$ cat src/aoc_pkg.sv
// Purpose: Shared constants for the alarm contact output controller.
// Assumes: 100 MHz system clock.
// Notes:   Times are kept in their own unit; cycle counts derive from them.
package aoc_pkg;

    // System clock
    localparam int unsigned CLK_PERIOD_NS = 10;

    // Frame layout: true copy first, inverted copy second, most significant bit first
    localparam int unsigned DATA_BITS  = 16;
    localparam int unsigned FRAME_BITS = 2 * DATA_BITS;

    // Timebase: one tick per millisecond
    localparam int unsigned TICK_MS     = 1;
    localparam int unsigned TICK_CYCLES = (TICK_MS * 1000000) / CLK_PERIOD_NS;

    // Validity window after a verified transfer
    localparam int unsigned OK_WINDOW_S     = 10;
    localparam int unsigned OK_WINDOW_TICKS = (OK_WINDOW_S * 1000) / TICK_MS;

    // Visible length of the transfer indicator flash
    localparam int unsigned FLASH_MS    = 50;
    localparam int unsigned FLASH_TICKS = FLASH_MS / TICK_MS;

    // Reset values
    localparam logic [DATA_BITS-1:0] OUT_REG_RESET = 16'h0000;

    // Relay indices within the six-relay indicator vector
    localparam int unsigned RELAY_LATCH_ONE = 4;
    localparam int unsigned RELAY_LATCH_TWO = 5;

endpackage : aoc_pkg

$ cat src/aoc_xfer_if.sv
// Purpose: Carries a verified transfer from the frame receiver to its users.
// Assumes: One clock domain.
// Notes:   load is a one-cycle pulse; data is stable while load is high.
`timescale 1ns/1ps
interface aoc_xfer_if #(
    parameter int unsigned DATA_W = aoc_pkg::DATA_BITS
);
    logic              load;
    logic [DATA_W-1:0] data;
    logic              tick;

    modport rx    (output load, output data);
    modport sink  (input  load, input  data, input tick);
    modport timer (input  load, output tick);
endinterface : aoc_xfer_if

$ cat src/aoc_top.sv
// Purpose: Alarm contact output controller: frame check, output register, contacts.
// Assumes: All inputs synchronous to i_clk_sys; contact outputs high = closed.
// Notes:   Contacts stay open from reset until the first verified transfer.
`timescale 1ns/1ps
module aoc_top #(
    parameter int unsigned FRAME_W     = aoc_pkg::FRAME_BITS,
    parameter int unsigned TICK_CYC    = aoc_pkg::TICK_CYCLES,
    parameter int unsigned WIN_TICKS   = aoc_pkg::OK_WINDOW_TICKS,
    parameter int unsigned FLASH_TICKS = aoc_pkg::FLASH_TICKS
) (
    input  wire logic        i_clk_sys,
    input  wire logic        i_rst,
    // Sensor bus frame input
    input  wire logic        i_ser_frame,
    input  wire logic        i_ser_bit_en,
    input  wire logic        i_ser_data,
    // User switches
    input  wire logic        i_polarity_close_on_active,
    input  wire logic        i_enable,
    input  wire logic        i_power_ok,
    input  wire logic [3:0]  i_sel_first,
    input  wire logic [3:0]  i_sel_second,
    input  wire logic [3:0]  i_sel_third,
    input  wire logic [3:0]  i_sel_fourth,
    // Returned verified transfer pulse
    output logic             o_load_return,
    // Contacts
    output logic [3:0]       o_contact_direct,
    output logic             o_contact_latch_relay_one,
    output logic             o_contact_latch_relay_two,
    output logic             o_contact_ok,
    // Indicators
    output logic [5:0]       o_led_relay,
    output logic             o_led_ok,
    output logic             o_led_transfer,
    output logic [15:0]      o_out_reg
);
    localparam int unsigned DATA_W  = aoc_pkg::DATA_BITS;
    localparam int unsigned FLASH_W = $clog2(FLASH_TICKS + 1);
    localparam logic [FLASH_W-1:0] FLASH_LOAD = FLASH_W'(FLASH_TICKS);

    // Picks one output register bit by its index
    function automatic logic pick_bit(input logic [DATA_W-1:0] word, input logic [3:0] idx);
        pick_bit = word[idx];
    endfunction

    aoc_xfer_if #(.DATA_W(DATA_W)) xfer ();

    aoc_frame_rx #(
        .FRAME_W (FRAME_W)
    ) u_rx (
        .i_clk_sys    (i_clk_sys),
        .i_rst        (i_rst),
        .i_ser_frame  (i_ser_frame),
        .i_ser_bit_en (i_ser_bit_en),
        .i_ser_data   (i_ser_data),
        .xfer         (xfer.rx)
    );

    logic recent;

    aoc_valid_timer #(
        .TICK_CYC  (TICK_CYC),
        .WIN_TICKS (WIN_TICKS)
    ) u_timer (
        .i_clk_sys (i_clk_sys),
        .i_rst     (i_rst),
        .xfer      (xfer.timer),
        .o_recent  (recent)
    );

    // Output register and first-load flag
    logic [DATA_W-1:0] out_reg;
    logic              loaded;

    always_ff @(posedge i_clk_sys) begin
        if (i_rst) begin
            out_reg <= aoc_pkg::OUT_REG_RESET;
            loaded  <= 1'b0;
        end else if (xfer.load) begin
            out_reg <= xfer.data;
            loaded  <= 1'b1;
        end
    end

    // Selection and polarity
    logic [3:0] sel_idx [4];
    assign sel_idx[0] = i_sel_first;
    assign sel_idx[1] = i_sel_second;
    assign sel_idx[2] = i_sel_third;
    assign sel_idx[3] = i_sel_fourth;

    logic [3:0] direct_cmd;

    genvar g;
    generate
        for (g = 0; g < 4; g++) begin : g_direct
            wire sel_bit = pick_bit(out_reg, sel_idx[g]);
            assign direct_cmd[g] = loaded &
                (i_polarity_close_on_active ? sel_bit : ~sel_bit);
        end
    endgenerate

    // Set/reset latches; reset wins when both are asserted
    logic latch_one;
    logic latch_two;
    logic next_latch_one;
    logic next_latch_two;

    assign next_latch_one = direct_cmd[1] ? 1'b0 : (direct_cmd[0] ? 1'b1 : latch_one);
    assign next_latch_two = direct_cmd[3] ? 1'b0 : (direct_cmd[2] ? 1'b1 : latch_two);

    always_ff @(posedge i_clk_sys) begin
        if (i_rst) begin
            latch_one <= 1'b0;
            latch_two <= 1'b0;
        end else begin
            latch_one <= next_latch_one;
            latch_two <= next_latch_two;
        end
    end

    // Commanded state of all six relays, before the enable
    wire [5:0] relay_cmd = {latch_two, latch_one, direct_cmd};

    // Validity: no polarity term
    wire ok_now = recent & i_enable & i_power_ok;

    // Transfer indicator stretch
    logic [FLASH_W-1:0] flash_cnt;

    always_ff @(posedge i_clk_sys) begin
        if (i_rst) begin
            flash_cnt <= '0;
        end else if (xfer.load) begin
            flash_cnt <= FLASH_LOAD;
        end else if (xfer.tick && flash_cnt != '0) begin
            flash_cnt <= flash_cnt - FLASH_W'(1);
        end
    end

    // Registered outputs
    always_ff @(posedge i_clk_sys) begin
        if (i_rst) begin
            o_contact_direct          <= '0;
            o_contact_latch_relay_one <= 1'b0;
            o_contact_latch_relay_two <= 1'b0;
            o_contact_ok              <= 1'b0;
            o_led_relay               <= '0;
            o_led_ok                  <= 1'b0;
            o_led_transfer            <= 1'b0;
            o_load_return             <= 1'b0;
            o_out_reg                 <= aoc_pkg::OUT_REG_RESET;
        end else begin
            o_contact_direct          <= relay_cmd[3:0] & {4{i_enable & loaded}};
            o_contact_latch_relay_one <= relay_cmd[aoc_pkg::RELAY_LATCH_ONE] & i_enable & loaded;
            o_contact_latch_relay_two <= relay_cmd[aoc_pkg::RELAY_LATCH_TWO] & i_enable & loaded;
            o_contact_ok              <= ok_now;
            o_led_relay               <= relay_cmd;
            o_led_ok                  <= ok_now;
            o_led_transfer            <= xfer.load | (flash_cnt != '0);
            o_load_return             <= xfer.load;
            o_out_reg                 <= out_reg;
        end
    end
endmodule // aoc_top

$ cat src/aoc_frame_rx.sv
// Purpose: Collects one serial frame and verifies length and complement.
// Assumes: i_ser_bit_en marks a valid bit while i_ser_frame is high.
// Notes:   The check runs on the cycle after i_ser_frame falls.
`timescale 1ns/1ps
module aoc_frame_rx #(
    parameter int unsigned FRAME_W = aoc_pkg::FRAME_BITS
) (
    input  wire logic i_clk_sys,
    input  wire logic i_rst,
    input  wire logic i_ser_frame,
    input  wire logic i_ser_bit_en,
    input  wire logic i_ser_data,
    aoc_xfer_if.rx    xfer
);
    localparam int unsigned HALF_W = FRAME_W / 2;
    localparam int unsigned CNT_W  = $clog2(FRAME_W + 2);
    localparam logic [CNT_W-1:0] CNT_MAX  = CNT_W'(FRAME_W + 1);
    localparam logic [CNT_W-1:0] CNT_GOOD = CNT_W'(FRAME_W);

    logic [FRAME_W-1:0] shreg;
    logic [CNT_W-1:0]   bit_cnt;
    logic               frame_q;
    logic               load;
    logic [HALF_W-1:0]  data;

    wire frame_end  = frame_q & ~i_ser_frame;
    wire take_bit   = i_ser_frame & i_ser_bit_en;
    wire len_ok     = (bit_cnt == CNT_GOOD);
    wire copy_ok    = (shreg[FRAME_W-1:HALF_W] == ~shreg[HALF_W-1:0]);
    wire frame_good = frame_end & len_ok & copy_ok;

    always_ff @(posedge i_clk_sys) begin
        if (i_rst) begin
            shreg   <= '0;
            bit_cnt <= '0;
            frame_q <= 1'b0;
        end else begin
            frame_q <= i_ser_frame;
            if (frame_end) begin
                bit_cnt <= '0;
            end else if (take_bit) begin
                shreg <= {shreg[FRAME_W-2:0], i_ser_data};
                if (bit_cnt != CNT_MAX) begin
                    bit_cnt <= bit_cnt + CNT_W'(1);
                end
            end
        end
    end

    always_ff @(posedge i_clk_sys) begin
        if (i_rst) begin
            load <= 1'b0;
            data <= aoc_pkg::OUT_REG_RESET;
        end else begin
            load <= frame_good;
            if (frame_good) begin
                data <= shreg[FRAME_W-1:HALF_W];
            end
        end
    end

    assign xfer.load = load;
    assign xfer.data = data;
endmodule // aoc_frame_rx

$ cat src/aoc_valid_timer.sv
// Purpose: Millisecond timebase and the recent-transfer window.
// Assumes: One clock; load is a one-cycle pulse.
// Notes:   The window restarts on every verified transfer.
`timescale 1ns/1ps
module aoc_valid_timer #(
    parameter int unsigned TICK_CYC  = aoc_pkg::TICK_CYCLES,
    parameter int unsigned WIN_TICKS = aoc_pkg::OK_WINDOW_TICKS
) (
    input  wire logic i_clk_sys,
    input  wire logic i_rst,
    aoc_xfer_if.timer xfer,
    output logic      o_recent
);
    localparam int unsigned DIV_W = $clog2(TICK_CYC + 1);
    localparam int unsigned WIN_W = $clog2(WIN_TICKS + 1);
    localparam logic [DIV_W-1:0] DIV_LAST = DIV_W'(TICK_CYC - 1);
    localparam logic [WIN_W-1:0] WIN_LOAD = WIN_W'(WIN_TICKS);

    logic [DIV_W-1:0] div_cnt;
    logic [WIN_W-1:0] win_cnt;
    logic             tick;

    wire div_wrap = (div_cnt == DIV_LAST);

    always_ff @(posedge i_clk_sys) begin
        if (i_rst) begin
            div_cnt <= '0;
            tick    <= 1'b0;
        end else begin
            tick    <= div_wrap;
            div_cnt <= div_wrap ? '0 : div_cnt + DIV_W'(1);
        end
    end

    always_ff @(posedge i_clk_sys) begin
        if (i_rst) begin
            win_cnt <= '0;
        end else if (xfer.load) begin
            win_cnt <= WIN_LOAD;
        end else if (tick && win_cnt != '0) begin
            win_cnt <= win_cnt - WIN_W'(1);
        end
    end

    assign o_recent  = (win_cnt != '0);
    assign xfer.tick = tick;
endmodule // aoc_valid_timer

$ cat config.mk
export PLATFORM = sky130hd
export DESIGN_NAME = aoc_top
export DESIGN_NICKNAME = d
export VERILOG_FILES = /design/src/aoc_pkg.sv /design/src/aoc_xfer_if.sv /design/src/aoc_top.sv /design/src/aoc_frame_rx.sv /design/src/aoc_valid_timer.sv
export SDC_FILE = /design/constraint.sdc
export NUM_CORES = 1
export LEC_CHECK = 0
export BUFFER_PORTS_ARGS = -buffer_cell sky130_fd_sc_hd__buf_2
export CAP_MARGIN = 20
export CELL_PAD_IN_SITES_DETAIL_PLACEMENT = 0
export CELL_PAD_IN_SITES_GLOBAL_PLACEMENT = 2
export CORE_AREA = 2 2 105 157
export CTS_CLUSTER_DIAMETER = 120
export DETAILED_ROUTE_END_ITERATION = 8
export DIE_AREA = 0 0 107 159
export MAX_ROUTING_LAYER = met4
export PLACE_DENSITY = 0.92
export RECOVER_POWER = 50
export SLEW_MARGIN = 20
export SYNTH_ARGS = -nofsm -noshare
export SYNTH_HDL_FRONTEND = slang
export SYNTH_SLANG_ARGS = --single-unit
$ cat constraint.sdc
create_clock -name i_clk_sys -period 3.1 [get_ports i_clk_sys]
set_clock_uncertainty 0.1 [all_clocks]
set_input_delay 0.465 -clock i_clk_sys [delete_from_list [all_inputs] [get_ports i_clk_sys]]
set_output_delay 0.465 -clock i_clk_sys [all_outputs]
set_load 0.1 [all_outputs]
### Yosys cells after proc, flatten, opt, wreduce, memory -nomap -nowiden

Cells that the tools add are included.

| storage, ports and cells | value |
|---|---|
| input port bits | 24 |
| register bits | 144 |
| memory bits (read-only) | 0 |
| word-level logic and storage cells | 88 |
| RAM bits | 0 |
| memories kept | 0 |
| output and inout bits | 32 |
| bits in latches | 0 |

| operators by class | value |
|---|---|
| multiply operators | 0 |
| eq/ne operators | 4 |
| muxes and demuxes | 16 |
| order comparisons | 4 |
| shift-type cells | 0 |
| add/subtract/negate cells | 4 |
| reductions and logical operators | 13 |
| div/mod/pow operators | 0 |
| bitwise gates (word level) | 24 |

Operators with widths:

| cell | number |
|---|---|
| 14-bit 2-to-1 mux | 2 |
| 4-bit by 5-bit < comparator with 1-bit output, second input constant | 4 |
| 17-bit by 1-bit adder with 17-bit output, second input constant | 1 |
| 17-bit == test, second input constant | 1 |
| 1-bit binary-select mux with 4-bit select | 4 |
| 16-bit == test | 1 |
| 16-bit inverter | 1 |
| 1-bit bitwise AND | 15 |
| 14-bit nonzero test | 1 |
| 14-bit by 1-bit subtractor with 14-bit output, second input constant | 1 |
| 6-bit 2-to-1 mux | 2 |
| 2-bit OR reduction | 5 |
| 1-bit 2-to-1 mux | 8 |
| 6-bit by 1-bit adder with 6-bit output, second input constant | 1 |
| 6-bit == test, second input constant | 1 |
| 6-bit != test, second input constant | 1 |
| 1-bit inverter | 6 |
| 6-bit nonzero test | 1 |
| 6-bit by 1-bit subtractor with 6-bit output, second input constant | 1 |
| 4-bit bitwise AND | 1 |
| 2-bit AND reduction | 2 |
| 2-bit nonzero test | 2 |
| 1-bit logical AND | 2 |
| 1-bit OR | 1 |

### Longest topological paths before layout

| depth | value |
|---|---|
| depth after elaboration | 6 |
| mapped depth | 7 |
| gate-level depth less buffers | 7 |

### Hierarchy

Synthesis repeated with hierarchy kept, for this count alone.

| second synthesis, totals | value |
|---|---|
| cells, all modules | 682 |
| area total of the unflattened synthesis | 6299.8 um^2 |

By module, submodules not included:

| module | times used | area an instance (um^2) | sequential area each (um^2) | cells an instance |
|---|---|---|---|---|
| aoc_top | 1 | 2494.9 | 1121.1 | 227 |
| aoc_frame_rx | 1 | 2247.2 | 1121.1 | 275 |
| aoc_valid_timer | 1 | 1557.7 | 640.6 | 180 |

### Worst setup path before layout

Ideal clock, no wire load.

| path | value |
|---|---|
| path type | in2reg |
| from | input i_sel_third[1] |
| to | register latch_two |
| arrival time | 1.804 ns |
| stages | 6 |
| required time | 2.878 ns |
| library setup time | 0.122 ns |
| path buffers | 1 |
| setup slack | 1.074 ns |
| path through | buf_2 mux2i_1 mux4_2 xor2_1 and3_1 o311a_1 |

| between the ends | value |
|---|---|
| cells in the longest elaborated chain, start to end | 5 |

Ends and longest elaborated chain:

| item | RTL line | source |
|---|---|---|
| start, declared | aoc_top.sv:23 | `input wire logic [3:0] i_sel_third,` |
| 1-bit binary-select mux with 4-bit select * | aoc_top.sv:44 | `pick_bit = word[idx];` |
| 1-bit 2-to-1 mux (implied by the code) * | aoc_top.sv:44 |  |
| 1-bit inverter | aoc_top.sv:100 | `(i_polarity_close_on_active ? sel_bit : ~sel_bit);` |
| 1-bit 2-to-1 mux * | aoc_top.sv:100 |  |
| 1-bit bitwise AND * | aoc_top.sv:99 | `assign direct_cmd[g] = loaded &` |
| end signal, assigned | aoc_top.sv:119 | `latch_two <= next_latch_two;` |
| end, declared | aoc_top.sv:106 | `logic latch_two;` |

Every way passes the cells marked *; elsewhere a longest branch is shown, timed or not. The select of a mux whose other input is x is not followed.
A chain may end at the register's enable or synchronous reset.

### Final worst setup path

| path | value |
|---|---|
| from | input i_rst |
| to | register u_rx.bit_cnt[0] |

| between the ends | value |
|---|---|
| cells in the longest elaborated chain, start to end | 1 |

Ends and longest elaborated chain:

| item | RTL line | source |
|---|---|---|
| start, declared | aoc_top.sv:12 | `input wire logic i_rst,` |
| 2-bit OR reduction (no source line) | n/a |  |
| end signal, assigned | aoc_frame_rx.sv:44 | `bit_cnt <= bit_cnt + CNT_W'(1);` |
| end, declared | aoc_frame_rx.sv:21 | `logic [CNT_W-1:0] bit_cnt;` |

No other way between the ends.

==> metrics.txt <==
# TYPE chip_impl_metric gauge
chip_impl_info{name="status",value="finished, violations left"} 1
chip_impl_info{name="failed_checks",value="max-capacitance violations, max-slew violations"} 1
chip_impl_info{name="hold_path.class",value="input port to flop"} 1
chip_impl_metric{name="floorplan.die_area",unit="mm²"} 0.0170
chip_impl_info{name="top_regs",value="u_rx.shreg x32, u_timer.div_cnt x17"} 1
chip_impl_metric{name="clk_transition_reported_paths",unit="ns"} 0.06
chip_impl_info{name="timing_worst_setup_path_type",value="input port to flop"} 1
chip_impl_info{name="commonest_non_fill_non_tap_cells_in_the_layout",value="dfxtp_1, nand2_1, nor2_1"} 1
chip_impl_info{name="timing.hold.worst.start",value="i_ser_data"} 1
chip_impl_metric{name="placementRows",unit=""} 56
chip_impl_metric{name="grt.total_usage",unit="%"} 16.8
chip_impl_metric{name="post_cts_hold_buffer_count",unit=""} 0
chip_impl_info{name="clockRootBuffer",value="clkbuf_16"} 1
chip_impl_metric{name="htree_num_levels",unit=""} 4
chip_impl_info{name="timing.critical_path.from_type",value="input port"} 1
chip_impl_metric{name="post_synthesis_sequential_element_count",unit=""} 144
chip_impl_metric{name="vdd_drop_max",unit="V"} 0.000257
chip_impl_metric{name="dp_hpwl",unit="µm"} 9650
chip_impl_metric{name="vias",unit=""} 4698
chip_impl_metric{name="layout_fillers",unit=""} 1509
chip_impl_metric{name="totalNegativeSetupSlack",unit="ns"} 0
chip_impl_metric{name="finalWeightedCongestion",unit=""} 0.809
chip_impl_metric{name="worstMarginPinSlew",unit="ns"} 2.07
chip_impl_metric{name="cellPowerDensity",unit="mW/mm²"} 558
chip_impl_metric{name="achievable-frequency",unit="MHz"} 448
chip_impl_metric{name="average_vias_per_placed_instance",unit=""} 5.07
chip_impl_metric{name="hold_violations",unit=""} 0
chip_impl_metric{name="largest_net_degree_at_the_start_of_global_routing",unit=""} 103
chip_impl_metric{name="final.period_utilization",unit="%"} 72.0
chip_impl_metric{name="ctsResizeCount",unit=""} 0
chip_impl_metric{name="drc",unit=""} 0
chip_impl_metric{name="synth_nets",unit=""} 696
chip_impl_metric{name="maximum_root_to_sink_buffer_count",unit=""} 2
chip_impl_metric{name="seq_area_frac_synth",unit="%"} 46.9
chip_impl_metric{name="area.growth.synth_to_final",unit="%"} 16.4
chip_impl_metric{name="route.antenna.remaining_nets",unit=""} 0
chip_impl_metric{name="initial_cell_density_of_the_core",unit="%"} 39.4
chip_impl_metric{name="cts_setup_buffers",unit=""} 0
chip_impl_metric{name="drt-initial-drc-count",unit=""} 217
chip_impl_metric{name="wire_length_of_the_first_global_routing_pass",unit="µm"} 22400
chip_impl_metric{name="ys_async_sr_fraction",unit="%"} 0
chip_impl_info{name="setup_crit_start",value="i_rst"} 1
chip_impl_metric{name="drt_first_pass_iters",unit=""} 4
chip_impl_metric{name="worst_ep_required_time",unit="ns"} 3.30
chip_impl_metric{name="boundaryPins",unit=""} 56
chip_impl_metric{name="fin_nets",unit=""} 741
chip_impl_metric{name="cts_inserted_buffers",unit=""} 17
chip_impl_metric{name="power.leakage",unit="nW"} 2.71
chip_impl_metric{name="clock-sinks",unit=""} 144
chip_impl_metric{name="mapped_cells",unit=""} 666
chip_impl_metric{name="holdWs",unit="ns"} 0.198
chip_impl_metric{name="netlist_area",unit="mm²"} 0.00615
chip_impl_metric{name="max_cap_viol_count",unit=""} 1
chip_impl_metric{name="die_x",unit="µm"} 107
chip_impl_info{name="crit_path_end_kind",value="flop"} 1
chip_impl_metric{name="grt_antenna_before_repair",unit=""} 0
chip_impl_metric{name="synth_edf_count",unit=""} 0
chip_impl_metric{name="grt_pass1_vias",unit=""} 4611
chip_impl_info{name="registers.top_by_ff_count",value="u_rx.shreg"} 1
chip_impl_metric{name="grt_overflow",unit=""} 0
chip_impl_metric{name="floorplan.core_area",unit="mm²"} 0.0156
chip_impl_metric{name="drive_gt1_share",unit="%"} 14.8
chip_impl_metric{name="finalMaxSlewViolations",unit=""} 103
chip_impl_info{name="unrepaired_setup_endpoints_after_global_routing",value="no"} 1
chip_impl_metric{name="max_slew_margin",unit="%"} -38.2
chip_impl_metric{name="postSynthAreaPerCell",unit="µm²"} 9.24
chip_impl_metric{name="post-route-min-period",unit="ns"} 2.23
chip_impl_metric{name="finalSetupViolations",unit=""} 0
chip_impl_metric{name="n_antenna_cell",unit=""} 0
chip_impl_info{name="rr_startpoint",value="u_rx.bit_cnt[2]$_SDFFE_PP0P_"} 1
chip_impl_metric{name="yosys_warnings",unit=""} 0
chip_impl_metric{name="finalWirelength",unit="µm"} 13400
chip_impl_info{name="mostFrequentLayoutCell",value="dfxtp_1"} 1
chip_impl_metric{name="number_of_flip_flops_in_the_largest_register",unit=""} 32
chip_impl_metric{name="worst_ep_arrival",unit="ns"} 2.43
chip_impl_info{name="tritoncts",value="yes"} 1
chip_impl_metric{name="critPathMaxFanout",unit=""} 102
chip_impl_metric{name="die_height",unit="µm"} 159
chip_impl_metric{name="worstSkewPairLatency",unit="ns"} 0.41
chip_impl_info{name="synthFlopType",value="dfxtp_1"} 1
chip_impl_metric{name="port_buffers",unit=""} 55
chip_impl_metric{name="wl_per_cell",unit="µm"} 14.5
chip_impl_metric{name="number_of_unique_standard_cell_types_used_by_synthesis",unit=""} 49
## cell usage after synthesis, drive strengths merged, types with 7 or more instances
cell | count | area share, %
nor3 | 7 | 0.65
o21ai | 17 | 1.4
buf | 11 | 0.94
mux2i | 44 | 7.2
xnor2 | 26 | 3.7
nand4 | 13 | 1.3
xor2 | 36 | 5.1
mux4 | 10 | 3.7
nor4 | 7 | 1.1
inv | 13 | 0.79
nor2 | 78 | 4.8
nand2 | 82 | 5.0
dfxtp | 144 | 47
nor2b | 18 | 1.8
nand3 | 23 | 1.9
a21oi | 59 | 4.8
clkbuf | 24 | 1.5
## cell type report
type / count / area [µm²] / share of cell area (%)
Clock buffer: 18 / 439 / 6.13
Clock inverter: 14 / 158 / 2.20
Inverter: 14 / 52.6 / 0.734
Multi-Input combinational cell: 473 / 3070 / 42.8
Sequential cell: 144 / 2880 / 40.3
Tap cell: 203 / 254 / 3.55
Timing Repair Buffer: 61 / 308 / 4.30
## critical path: stages
cell	delay (ns)
buf_2	0.09
clkbuf_2	1.42
a21o_1	0.27
nor2_1	0.08
## logic make-up (layout without fill, tap and decap cells)
logic type | after synthesis | count (layout) | share of synthesized area (%)
fa+ha+maj | 6 | 6 | 1.22
flops | 144 | 144 | 46.9
compound gates | 92 | 92 | 8.44
buf+inv | 49 | 107 | 3.25
simple gates | 259 | 259 | 20.6
mux | 54 | 54 | 10.8
xor+xnor | 62 | 62 | 8.83
## per-stage QoR
stage | power [mW] | area (µm²) | worst slack [ns] | utilization (%) | std cells
finish | 4.00 | 7160 | 0.869 | 45.8 | 927
floorplan | 1.98 | 6150 | 1.07 | - | 666
global placement | 2.02 | 6580 | 1.02 | 42.1 | 895
CTS | 4.05 | 7170 | 0.940 | 45.9 | 927
global route | 4.15 | 7160 | 0.625 | 45.8 | 927
detailed placement | 2.02 | 6580 | 0.956 | 42.1 | 895
## report_power, final
part           switching (mW)  internal (mW)
Clock                   0.803           1.22
Sequential            0.00648           1.86
Combinational          0.0760         0.0389
## worst paths after layout
kind         cells after the start                        endpoint  slack [ns]
max                              4    u_rx.bit_cnt[0]$_SDFFE_PP0P_        0.87
min                              3      u_rx.shreg[0]$_SDFFE_PP0P_        0.20
max reg2reg                      5  u_rx.xfer.data[4]$_SDFFE_PP0P_        0.90
min reg2reg                      1   u_timer.div_cnt[0]$_SDFF_PP0_        0.36
## layer usage
layer | wire (µm) | part of all wire [%] | vias to the layer above | global-route usage (%)
met5 | 0 | 0 | - | -
met4 | 240 | 1.8 | 0 | 6.08
met3 | 383 | 2.9 | 16 | 3.93
met2 | 7160 | 53 | 80 | 29.6
met1 | 5640 | 42 | 2229 | 18.3
li1 | - | - | 2373 | -
Power figures use the tool's default switching activity.
